File: config.mk
export PLATFORM = sky130hd
export DESIGN_NAME = kmlm_top
export DESIGN_NICKNAME = d
export VERILOG_FILES = /design/src/inc/kmlm_pkg.sv /design/src/inc/kmlm_tmr_if.sv /design/src/hw/kmlm_top.sv /design/src/hw/kmlm_timer.sv
export SDC_FILE = /design/constraint.sdc
export NUM_CORES = 1
export LEC_CHECK = 0
export ABC_AREA = 1
export ABC_CLOCK_PERIOD_IN_PS = 2400
export BUFFER_PORTS_ARGS = -buffer_cell sky130_fd_sc_hd__clkbuf_2
export CORE_MARGIN = 5
export CORE_UTILIZATION = 28
export CTS_CLUSTER_DIAMETER = 60
export DETAILED_ROUTE_END_ITERATION = 16
export SLEW_MARGIN = 20
export SYNTH_ARGS = -nofsm -noshare
export SYNTH_HDL_FRONTEND = slang
export SYNTH_HIERARCHICAL = 1
export SYNTH_SLANG_ARGS = --single-unit
File: constraint.sdc
create_clock -name CLOCK -period 2.4 [get_ports CLOCK]
set_input_delay 0.72 -clock CLOCK [delete_from_list [all_inputs] [get_ports CLOCK]]
set_output_delay 0.72 -clock CLOCK [all_outputs]
set_load 0.01 [all_outputs]
File: src/inc/kmlm_pkg.sv
// shared constants and types of the key matrix and led scanner
package kmlm_pkg;

    // clock and timing
    localparam int CLOCK_PERIOD_NS = 10;
    localparam int SCAN_TIME_NS    = 4170000;  // per-digit interval, 4.17 ms
    localparam int SETTLE_TIME_NS  = 2000000;  // settling delay, 2 ms
    // longest time rounds down, least time rounds up
    localparam int SCAN_CYCLES   = SCAN_TIME_NS / CLOCK_PERIOD_NS;
    localparam int SETTLE_CYCLES =
        (SETTLE_TIME_NS + CLOCK_PERIOD_NS - 1) / CLOCK_PERIOD_NS;
    localparam int TIMER_WIDTH   = 20;

    // display geometry
    localparam int DIGITS        = 4;
    localparam int SEGMENTS      = 8;
    localparam int DATA_SETS     = 6;
    localparam logic [2:0] LAST_SET   = 3'h5;
    localparam logic [2:0] INIT_SET   = 3'h0;
    localparam logic [1:0] INIT_DIGIT = 2'h0;
    localparam logic [3:0] INIT_COMMON = 4'h1;
    localparam logic [7:0] SEGMENTS_OFF = 8'hff;

    // blink and rotate step, counted in digit intervals
    localparam logic [7:0] STEP_SCANS = 8'h3c;

    // debounce: samples that must agree
    localparam logic [1:0] MATCH_NEEDED = 2'h3;

    // key codes: {driven digit, return lines}
    localparam logic [3:0] KEY_BLINK  = 4'h1;
    localparam logic [3:0] KEY_RIGHT  = 4'h5;
    localparam logic [3:0] KEY_LEFT   = 4'h9;
    localparam logic [3:0] KEY_UPDATE = 4'h2;
    localparam logic [3:0] KEY_RESET  = 4'h6;

    // display modes, gray coded along the usual path
    typedef enum logic [1:0] {
        MODE_STATIC = 2'b00,
        MODE_BLINK  = 2'b01,
        MODE_RIGHT  = 2'b11,
        MODE_LEFT   = 2'b10
    } kmlm_mode_type;

    // lit-segment patterns {dp,g,f,e,d,c,b,a}, set 0 is the initial data
    localparam logic [0:5][0:3][7:0] DATA_TABLE = '{
        '{8'h06, 8'h5b, 8'h4f, 8'h66},
        '{8'h6d, 8'h7d, 8'h07, 8'h7f},
        '{8'h6f, 8'h77, 8'h7c, 8'h39},
        '{8'h5e, 8'h79, 8'h71, 8'h3f},
        '{8'hbf, 8'h86, 8'hdb, 8'hcf},
        '{8'h40, 8'h40, 8'h40, 8'h40}
    };

endpackage : kmlm_pkg

File: src/inc/kmlm_tmr_if.sv
// start and expiry signals between the scanner and an interval timer
`timescale 1ns/1ps
interface kmlm_tmr_if;
    logic start;   // pulse: load and run the timer
    logic expire;  // pulse: interval elapsed

    modport ctl  (output start, input expire);
    modport unit (input start, output expire);
endinterface : kmlm_tmr_if

File: src/hw/kmlm_top.sv
// four-digit led scanner sharing its commons with a key matrix scan
`timescale 1ns/1ps
module kmlm_top #(
    parameter int SCAN_CYCLES   = kmlm_pkg::SCAN_CYCLES,
    parameter int SETTLE_CYCLES = kmlm_pkg::SETTLE_CYCLES
) (
    input  wire logic       CLOCK,       // 100 MHz system clock
    input  wire logic       RESETN,      // async reset, active low
    input  wire logic [1:0] KEY_RETURN,  // key return pins, high = pressed
    output logic      [3:0] COMMON,      // digit commons, high = selected
    output logic      [7:0] SEGMENT      // {dp,g,f,e,d,c,b,a}, low = lit
);
    kmlm_tmr_if scan_if ();
    kmlm_tmr_if settle_if ();

    // digit interval timer, free running once started
    kmlm_timer #(.ONESHOT(0), .LOAD(SCAN_CYCLES)) u_scan_timer (
        .CLOCK  (CLOCK),
        .RESETN (RESETN),
        .tmr    (scan_if.unit)
    );

    // settling timer, one shot per common change
    kmlm_timer #(.ONESHOT(1), .LOAD(SETTLE_CYCLES)) u_settle_timer (
        .CLOCK  (CLOCK),
        .RESETN (RESETN),
        .tmr    (settle_if.unit)
    );

    logic                   started;
    logic [1:0]             ret_meta;
    logic [1:0]             ret_sync;
    logic [1:0]             digit;
    logic [1:0]             offset;
    logic [2:0]             data_set;
    logic [7:0]             step_cnt;
    logic                   blank;
    logic [3:0]             last_code;
    logic [1:0]             match_cnt;
    kmlm_pkg::kmlm_mode_type mode;

    // timer control
    wire scan_tick   = scan_if.expire;
    wire sample_fire = settle_if.expire;
    assign scan_if.start   = !started;
    assign settle_if.start = scan_tick;

    // scan step decode
    wire [1:0] next_digit  = digit + 2'h1;
    wire [3:0] next_common = 4'h1 << next_digit;

    // key sampling decode: the code pairs the driven column with returns
    wire       key_seen    = |ret_sync;
    wire [3:0] sample_code = {digit, ret_sync};
    wire       same_code   = (sample_code == last_code);
    wire       released    = !key_seen && (digit == last_code[3:2]);
    wire       accept      = sample_fire && key_seen && same_code &&
                             (match_cnt == kmlm_pkg::MATCH_NEEDED - 2'h1);
    wire [1:0] next_match  =
        !sample_fire ? match_cnt :
        released     ? 2'h0 :
        !key_seen    ? match_cnt :
        !same_code   ? 2'h1 :
        (match_cnt == kmlm_pkg::MATCH_NEEDED) ? match_cnt :
        match_cnt + 2'h1;

    wire acc_blink  = accept && sample_code == kmlm_pkg::KEY_BLINK;
    wire acc_right  = accept && sample_code == kmlm_pkg::KEY_RIGHT;
    wire acc_left   = accept && sample_code == kmlm_pkg::KEY_LEFT;
    wire acc_update = accept && sample_code == kmlm_pkg::KEY_UPDATE;
    wire acc_reset  = accept && sample_code == kmlm_pkg::KEY_RESET;

    // step timing for blink and rotation, in whole digit intervals
    wire step_tick = scan_tick &&
                     (step_cnt == kmlm_pkg::STEP_SCANS - 8'h1);
    wire [2:0] next_set = (data_set == kmlm_pkg::LAST_SET) ?
                          kmlm_pkg::INIT_SET : data_set + 3'h1;

    // pattern for the digit now selected; rotation shifts the read index
    wire [1:0] show_pos = digit + offset;
    wire [7:0] lit      = kmlm_pkg::DATA_TABLE[data_set][show_pos];
    wire [7:0] next_segment = blank ? kmlm_pkg::SEGMENTS_OFF : ~lit;

    // return pins are asynchronous to the clock
    always_ff @(posedge CLOCK or negedge RESETN) begin
        if (!RESETN) begin
            ret_meta <= 2'h0;
            ret_sync <= 2'h0;
        end else begin
            ret_meta <= KEY_RETURN;
            ret_sync <= ret_meta;
        end
    end

    // one-hot common walk; only one common is ever driven
    always_ff @(posedge CLOCK or negedge RESETN) begin
        if (!RESETN) begin
            started <= 1'b0;
            digit   <= kmlm_pkg::INIT_DIGIT;
            COMMON  <= kmlm_pkg::INIT_COMMON;
        end else begin
            started <= 1'b1;
            if (scan_tick) begin
                digit  <= next_digit;
                COMMON <= next_common;
            end
        end
    end

    // segments lag the common by one cycle, far below visibility
    always_ff @(posedge CLOCK or negedge RESETN) begin
        if (!RESETN) begin
            SEGMENT <= kmlm_pkg::SEGMENTS_OFF;
        end else begin
            SEGMENT <= next_segment;
        end
    end

    // debounce history: code of the last press and agreeing samples
    always_ff @(posedge CLOCK or negedge RESETN) begin
        if (!RESETN) begin
            last_code <= 4'h0;
            match_cnt <= 2'h0;
        end else begin
            match_cnt <= next_match;
            if (sample_fire && key_seen) begin
                last_code <= sample_code;
            end
        end
    end

    // mode is held until another accepted key replaces it
    always_ff @(posedge CLOCK or negedge RESETN) begin
        if (!RESETN) begin
            mode <= kmlm_pkg::MODE_STATIC;
        end else if (acc_blink) begin
            mode <= kmlm_pkg::MODE_BLINK;
        end else if (acc_right) begin
            mode <= kmlm_pkg::MODE_RIGHT;
        end else if (acc_left) begin
            mode <= kmlm_pkg::MODE_LEFT;
        end else if (acc_reset) begin
            mode <= kmlm_pkg::MODE_STATIC;
        end
    end

    // step counter shared by blink and rotation
    always_ff @(posedge CLOCK or negedge RESETN) begin
        if (!RESETN) begin
            step_cnt <= 8'h0;
        end else if (step_tick) begin
            step_cnt <= 8'h0;
        end else if (scan_tick) begin
            step_cnt <= step_cnt + 8'h1;
        end
    end

    // display contents: data set, rotation offset and blink phase
    always_ff @(posedge CLOCK or negedge RESETN) begin
        if (!RESETN) begin
            data_set <= kmlm_pkg::INIT_SET;
            offset   <= 2'h0;
            blank    <= 1'b0;
        end else if (acc_reset) begin
            data_set <= kmlm_pkg::INIT_SET;
            offset   <= 2'h0;
            blank    <= 1'b0;
        end else if (acc_update) begin
            data_set <= next_set;
        end else if (step_tick) begin
            unique case (mode)
                kmlm_pkg::MODE_STATIC: blank  <= 1'b0;
                kmlm_pkg::MODE_BLINK:  blank  <= !blank;
                kmlm_pkg::MODE_RIGHT: begin
                    blank  <= 1'b0;
                    offset <= offset - 2'h1;
                end
                kmlm_pkg::MODE_LEFT: begin
                    blank  <= 1'b0;
                    offset <= offset + 2'h1;
                end
            endcase
        end
    end

    // checks
    property p_onehot_common;
        @(posedge CLOCK) disable iff (!RESETN)
        $onehot(COMMON);
    endproperty
    a_onehot_common: assert property (p_onehot_common)
        else $error("commons not one-hot");

    property p_scan_step;
        @(posedge CLOCK) disable iff (!RESETN)
        scan_tick |=> COMMON == {$past(COMMON[2:0]), $past(COMMON[3])};
    endproperty
    a_scan_step: assert property (p_scan_step)
        else $error("common did not advance on scan tick");

    property p_common_still;
        @(posedge CLOCK) disable iff (!RESETN)
        !scan_tick |=> $stable(COMMON);
    endproperty
    a_common_still: assert property (p_common_still)
        else $error("common moved without scan tick");

    property p_settle_gap;
        @(posedge CLOCK) disable iff (!RESETN)
        scan_tick |=> (!sample_fire)[*8];
    endproperty
    a_settle_gap: assert property (p_settle_gap)
        else $error("keys sampled before settling");

    property p_accept_history;
        @(posedge CLOCK) disable iff (!RESETN)
        accept |-> match_cnt == 2'h2 && last_code == sample_code;
    endproperty
    a_accept_history: assert property (p_accept_history)
        else $error("key accepted without three samples");

    property p_blink_dark;
        @(posedge CLOCK) disable iff (!RESETN)
        blank |=> SEGMENT == kmlm_pkg::SEGMENTS_OFF;
    endproperty
    a_blink_dark: assert property (p_blink_dark)
        else $error("segments lit in blink off phase");

    property p_rotate_right;
        @(posedge CLOCK) disable iff (!RESETN)
        step_tick && mode == kmlm_pkg::MODE_RIGHT && !accept
            |=> offset == $past(offset) - 2'h1;
    endproperty
    a_rotate_right: assert property (p_rotate_right)
        else $error("right rotation missed");

    property p_rotate_left;
        @(posedge CLOCK) disable iff (!RESETN)
        step_tick && mode == kmlm_pkg::MODE_LEFT && !accept
            |=> offset == $past(offset) + 2'h1;
    endproperty
    a_rotate_left: assert property (p_rotate_left)
        else $error("left rotation missed");

    property p_update_set;
        @(posedge CLOCK) disable iff (!RESETN)
        acc_update |=> data_set != $past(data_set) &&
            data_set == (($past(data_set) == kmlm_pkg::LAST_SET) ?
                         kmlm_pkg::INIT_SET : $past(data_set) + 3'h1);
    endproperty
    a_update_set: assert property (p_update_set)
        else $error("update did not load next data");

    property p_reset_data;
        @(posedge CLOCK) disable iff (!RESETN)
        acc_reset |=> data_set == kmlm_pkg::INIT_SET && offset == 2'h0
            ##1 SEGMENT == ~kmlm_pkg::DATA_TABLE[0][$past(digit)];
    endproperty
    a_reset_data: assert property (p_reset_data)
        else $error("reset key did not restore initial data");

endmodule : kmlm_top

File: src/hw/kmlm_timer.sv
// interval timer unit: periodic or one-shot down counter
`timescale 1ns/1ps
module kmlm_timer #(
    parameter int ONESHOT = 0,
    parameter int LOAD    = 1
) (
    input  wire logic CLOCK,    // system clock
    input  wire logic RESETN,   // async reset, active low
    kmlm_tmr_if.unit  tmr       // start in, expire out
);
    localparam logic [kmlm_pkg::TIMER_WIDTH-1:0] RELOAD =
        kmlm_pkg::TIMER_WIDTH'(LOAD - 1);

    logic [kmlm_pkg::TIMER_WIDTH-1:0] count;
    logic                             running;
    logic                             expire;
    wire                              at_zero = (count == '0);

    assign tmr.expire = expire;

    // a start always reloads; a one-shot stops itself after one expiry
    always_ff @(posedge CLOCK or negedge RESETN) begin
        if (!RESETN) begin
            count   <= '0;
            running <= 1'b0;
            expire  <= 1'b0;
        end else begin
            expire <= running && at_zero && !tmr.start;
            if (tmr.start) begin
                count   <= RELOAD;
                running <= 1'b1;
            end else if (running && at_zero) begin
                count   <= RELOAD;
                running <= (ONESHOT == 0);
            end else if (running) begin
                count <= count - 1'b1;
            end
        end
    end

    // no expiry in the second cycle after an undisturbed start
    property p_timer_period;
        @(posedge CLOCK) disable iff (!RESETN)
        tmr.start ##1 (!tmr.start)[*2] |-> !expire;
    endproperty
    a_timer_period: assert property (p_timer_period)
        else $error("timer expired too early after start");

endmodule : kmlm_timer

Yosys cells after proc, flatten, opt, wreduce, memory -nomap -nowiden --
Memory sizes are Yosys's and may differ from the RTL's. Cells that the tools add are included.
Word-level totals: RAM bits 0, logic and storage cells 123, register bits 85, output and inout bits 12, latch bits 0, input bits 4, memories 1, memory bits (read-only) 256
Memories:
- (no name shown) | depth 8, width 32, read ports 1, clocked after memory_dff 0, wr ports 0, RTL line kmlm_top.sv:81 | wire [7:0] lit = kmlm_pkg::DATA_TABLE[data_set][show_pos];
Operators by class: bitwise operators 3, equality and inequality tests 18, multipliers 0, mux-type cells 37, $add $sub $neg 9, shifts and indexed selects 1, divide/modulo/power cells 0, reductions and logical operators 33, $lt $le $gt $ge 2
Operator list (number):
- 2-to-1 mux 20 bit | 6
- 2-to-1 mux 32 bit | 2
- zero test 20 bit | 2
- 2-to-1 mux 8 bit | 5
- subtractor 20 x 1 -> 20 bit (second input constant) | 2
- 2-to-1 mux 2 bit | 11
- binary-select mux 8 bit (select 2 bit) | 1
- logical AND 1 bit | 14
- nonzero test 2 bit | 5
- 2-to-1 mux 3 bit | 3
- adder 8 x 1 -> 8 bit (second input constant) | 1
- equality test 2 bit (second input constant) | 4
- equality test 4 x 3 -> 1 bit (second input constant) | 2
- equality test 8 x 6 -> 1 bit (second input constant) | 1
- NOT 8 bit | 1
- 2-to-1 mux 1 bit | 7
- adder 2 x 1 -> 2 bit (second input constant) | 3
- AND reduction 3 bit | 2
- nonzero test 3 bit | 2
- equality test 4 x 1 -> 1 bit (second input constant) | 1
- equality test 4 x 2 -> 1 bit (second input constant) | 1
- equality test 4 bit | 1
- equality test 4 bit (second input constant) | 1
- greater-or-equal comparator 4 bit (second input constant) | 1
- other kinds (21) | 24

Depth between registers and ports, before layout --
depth in word-level cells 9, mapped depth 11

Cells and area by module --
Netlist, hierarchy kept.
By module, submodules not included:
- kmlm_top | area an instance 2399.8 sq um, cells an instance 278, seq. area each 1037.2 sq um, times used 1
- kmlm_timer at u_settle_timer | area an instance 1411.4 sq um, cells an instance 197, seq. area each 550.5 sq um, times used 1
- kmlm_timer at u_scan_timer | area an instance 1407.6 sq um, cells an instance 185, seq. area each 550.5 sq um, times used 1

Least setup slack after synthesis --
OpenSTA, ideal clock, no wires.
kind reg-to-reg, start register digit[1], end register offset[0], setup time 0.117 ns, arrival time 1.430 ns, cell stages (with the launch flop) 10, buffers on the path 0, period minus slack after synthesis 1.547 ns, slack 0.853 ns, data required time 2.283 ns, cells stage by stage dfrtp_1 inv_2 ha_1 inv_1 nor2_1 nand4_4 o21ai_4 nand2_2 nand2_1 nand2_1
On the way: word-level cells in the longest chain between the ends 6, elaborated cells between the ends (all ways) 12, classes of those cells eq/ne (4); mux (1); reduce/logical (7)
RTL lines:
- start: declaration | RTL line kmlm_top.sv:33 | logic [1:0] digit;
- start signal: assignment | RTL line kmlm_top.sv:99 | digit <= kmlm_pkg::INIT_DIGIT;
- start signal: assignment | RTL line kmlm_top.sv:104 | digit <= next_digit;
- equality test 4 bit | RTL line kmlm_top.sv:55 | wire same_code = (sample_code == last_code);
- logical AND 1 bit (2 in series) | RTL line kmlm_top.sv:57 | wire accept = sample_fire && key_seen && same_code &&
- logical AND 1 bit, on equally long branches | RTL line kmlm_top.sv:70, kmlm_top.sv:71
- inequality test 2 x 1 -> 1 bit (no line), or another cell as far along
- AND reduction 3 bit (no line)
- end signal: assignment | RTL line kmlm_top.sv:176 | offset <= offset - 2'h1;
- end signal: assignment | RTL line kmlm_top.sv:180 | offset <= offset + 2'h1;
- end: declaration | RTL line kmlm_top.sv:34 | logic [1:0] offset;
Several ways; a longest one is shown, not always the timed one. A chain may end at the register's enable or synchronous reset.

Final worst setup path --
start register COMMON[0], end output COMMON[0]
RTL lines:
- start: declaration | RTL line kmlm_top.sv:10 | output logic [3:0] COMMON,
- start signal: assignment | RTL line kmlm_top.sv:100 | COMMON <= kmlm_pkg::INIT_COMMON;
- start signal: assignment | RTL line kmlm_top.sv:105 | COMMON <= next_common;
No word-level cell between the ends.

==> metrics.txt <==
Inserted Diodes 0; outcome finished clean; wirelength, routed 10090 um; element type at the critical path end output port; Max Root-Sink Buffers 2; final setup fails 0; post_cts resized 0; Final #Nets 708; worst slew pin tran 0.5176 ns; Die ar. 21470 um2; maximum VDD drop between 0.3 and 0.4 mV; routability cong. 0.8202; final critical-path share of the clock period 0.7126; Critical Path Source COMMON[0]; clk sink count 85; CP peak stage delay 0.53 ns; post-route minimum period 1.710 ns; top-count cell post-synth nand2_1; syn nets 684; first-pass GRT wire length 18330 um; total clock buffers created by CTS 9; CP Class reg2out; DPL Wire Length 7498 um; area taken by multi-input logic gates roughly 2700 um2; H-tree depth 3; worst reg2reg path startpoint digit[1]; row cnt 50; combinational group share of total power 0.031; # hold bufs at CTS 0; initial antenna violation count 0; clk root buf clkbuf_16; drt initial violations 254; vias after detailed routing 3990; Hold Slack 0.2161 ns; max-slew violations 0; required time worst endpoint 1.68 ns; Distinct cells, synth 43; Post-Route Utilization 0.3176; largest net degree at the start of global routing between 40 and 50; sw frac 0.2229; DRT antenna net count 0; Die W approximately 150 um; PD cells 502.8 nW/um2; post-synth top area share 0.3644; CTS tree done; Synthesis Warnings 6; final instance area 5881 um2; synth cell count leaders nand2_1, nor2_1, dfrtp_1; syn_area_per_cell roughly 8 um2; Seq. cell area between 2000 and 2500 um2; Overflow after GRT 0; switching power about 0.00066 W; IO Pins 16; P_leak 2.898 nW; core footprint 18520 um2; sequential fraction of the synthesis area 0.4097; Clock Latency Late Sink 0.34 ns; critical path peak fanout 2; main flop type after synthesis dfrtp_1; CP arrival 0.99 ns; setup TNS 0 ns; Clock Skews 0.008308 ns; Flop pwr share 0.490; worst path cell trace clkbuf_2; EDFF count, synth 0; vias in the first global route between 3000 and 4000; Mapped Cells 660; fill count 1959; Yosys top cell by area dfrtp_1; Internal 0.002298 W; buffers added on ports 15; Mapped Area 5219 um2; delay-heaviest family, CP flip-flops; wire length per cell 10.93 um; Max Cap Violations 0; Vias/cell 4.323; Setup Buffers After CTS 0; Area Growth Syn to Fin 12.68%; Worst-path clk slew 0.07 ns; worst path buffer plus inverter count 1; Synth area leaders dfrtp_1, nand2_1, nor2_1; dpl cell area between 5000 and 6000 um2; Hold WC Path Type in2async; post-synthesis register bit count 85; layout cells sized above 1 0.1945; Initial Util 0.2818; asr flop ratio synth 1.000; Residual DRC 0; highest-delay cell along the critical path dfstp_2; RSZ-0062 raised after global routing no; Clock Power Share 0.479; Worst Setup Start Kind register; Max Clk Rate 0.5847 GHz; final hold violations 0; GRT Resource Usage Total 0.1022; Slew HR 0.6536; Die Span Y about 150 um; first drt pass iteration count 4
routing by layer:
metal  wire (um)  vias up  GRT usage
li1            -     2127          -
met1        4983     1810     0.1323
met2        4655       37     0.1658
met3         248       16    0.02173
met4         197        0    0.04280
met5           0        -          0
placed cells by master (no fill, tap or decap), types with 2 or more instances in the layout:
cell type   synthesis  routed
clkbuf_2            0      14
nand2_4             4       4
nor2_4             10      10
nand3_1            39      39
nand2_1           166     166
o21ai_1            19      19
dfstp_2             9       9
nor2_1             83      83
nand4_1             8       8
nand2_2            29      29
nand3_2             6       6
clkinvlp_4          0       3
clkinv_2            1       3
nor2_8              3       3
clkbuf_16           0       9
inv_2               8       8
dfrtp_1            76      76
nor3_1              4       4
o21ai_0            23      23
nand4_4             2       2
inv_1              71      71
xor2_1             14      14
mux2_2              5       5
a22oi_1             2       2
buf_4               0       6
xnor2_1            10      10
ha_1               20      20
a21oi_1            11      11
nor2_2             14      14
stage by stage:
| step | total power, W | setup slack [ns] | cells |
|---|---|---|---|
| 3_3_place_gp | 0.001570 | 0.7395 | 907 |
| 3_5_place_dp | 0.001571 | 0.7117 | 907 |
| 5_1_grt | 0.003081 | 0.4696 | 923 |
| 4_1_cts | 0.003027 | 0.6607 | 923 |
| 2_1_floorplan | 0.001524 | 0.8532 | 660 |
| 6_report | 0.002957 | 0.6897 | 923 |
cell families after synthesis:
family | Yosys count | share of synthesized area
AND/OR/NAND/NOR | 376 | 0.3556
AO/OA/AOI/OAI | 60 | 0.06306
XOR/XNOR | 24 | 0.04028
adder cells (fa/ha/maj) | 20 | 0.04795
flip-flops | 85 | 0.4097
multiplexers | 5 | 0.01079
buffers and inverters | 89 | 0.07193
other | 1 | 0.0007186
power groups by stage:
stage	Clock (W)	Sequential, W	Combinational, W
floorplan	0	0.00147	0.0000507
global placement	0	0.00147	0.0000961
detailed placement	0	0.00147	0.0000967
CTS	0.00148	0.00145	0.0000966
global route	0.00152	0.00145	0.000109
finish	0.00142	0.00145	0.0000920
path summary, 6_finish.rpt:
| path | to | slack, ns | cells past startpoint |
|---|---|---|---|
| worst max-delay path | COMMON[0] | 0.69 | 1 |
| worst min-delay path | u_scan_timer/count[7] | 0.22 | 1 |
| worst max register to register | offset[0] | 0.69 | 9 |
| worst min register to register | ret_sync[0] | 0.35 | 0 |
| max in group asynchronous | SEGMENT[3] | 1.62 | 2 |
| min in group CLOCK | ret_sync[0] | 0.35 | 0 |
sequential cells by signal (all words and copies together), names as in the netlist:
register	count
digit	2
last_code	4
data_set	3
started	1
u_settle_timer/count	20
u_scan_timer/running	1
offset	2
blank	1
u_scan_timer/count	20
u_settle_timer/tmr.expire	1
match_cnt	2
COMMON	4
SEGMENT	8
step_cnt	8
ret_meta	2
u_settle_timer/running	1
u_scan_timer/tmr.expire	1
ret_sync	2
mode	2
layout make-up:
type	count	share of cell area
Sequential cell	85	0.3636
Multi-Input combinational cell	486	0.4600
Timing Repair Buffer	21	0.02298
Clock buffer	10	0.04064
Inverter	81	0.05234
Tap cell	234	0.04979
Clock inverter	6	0.01064
Power figures use the tool's default switching activity.
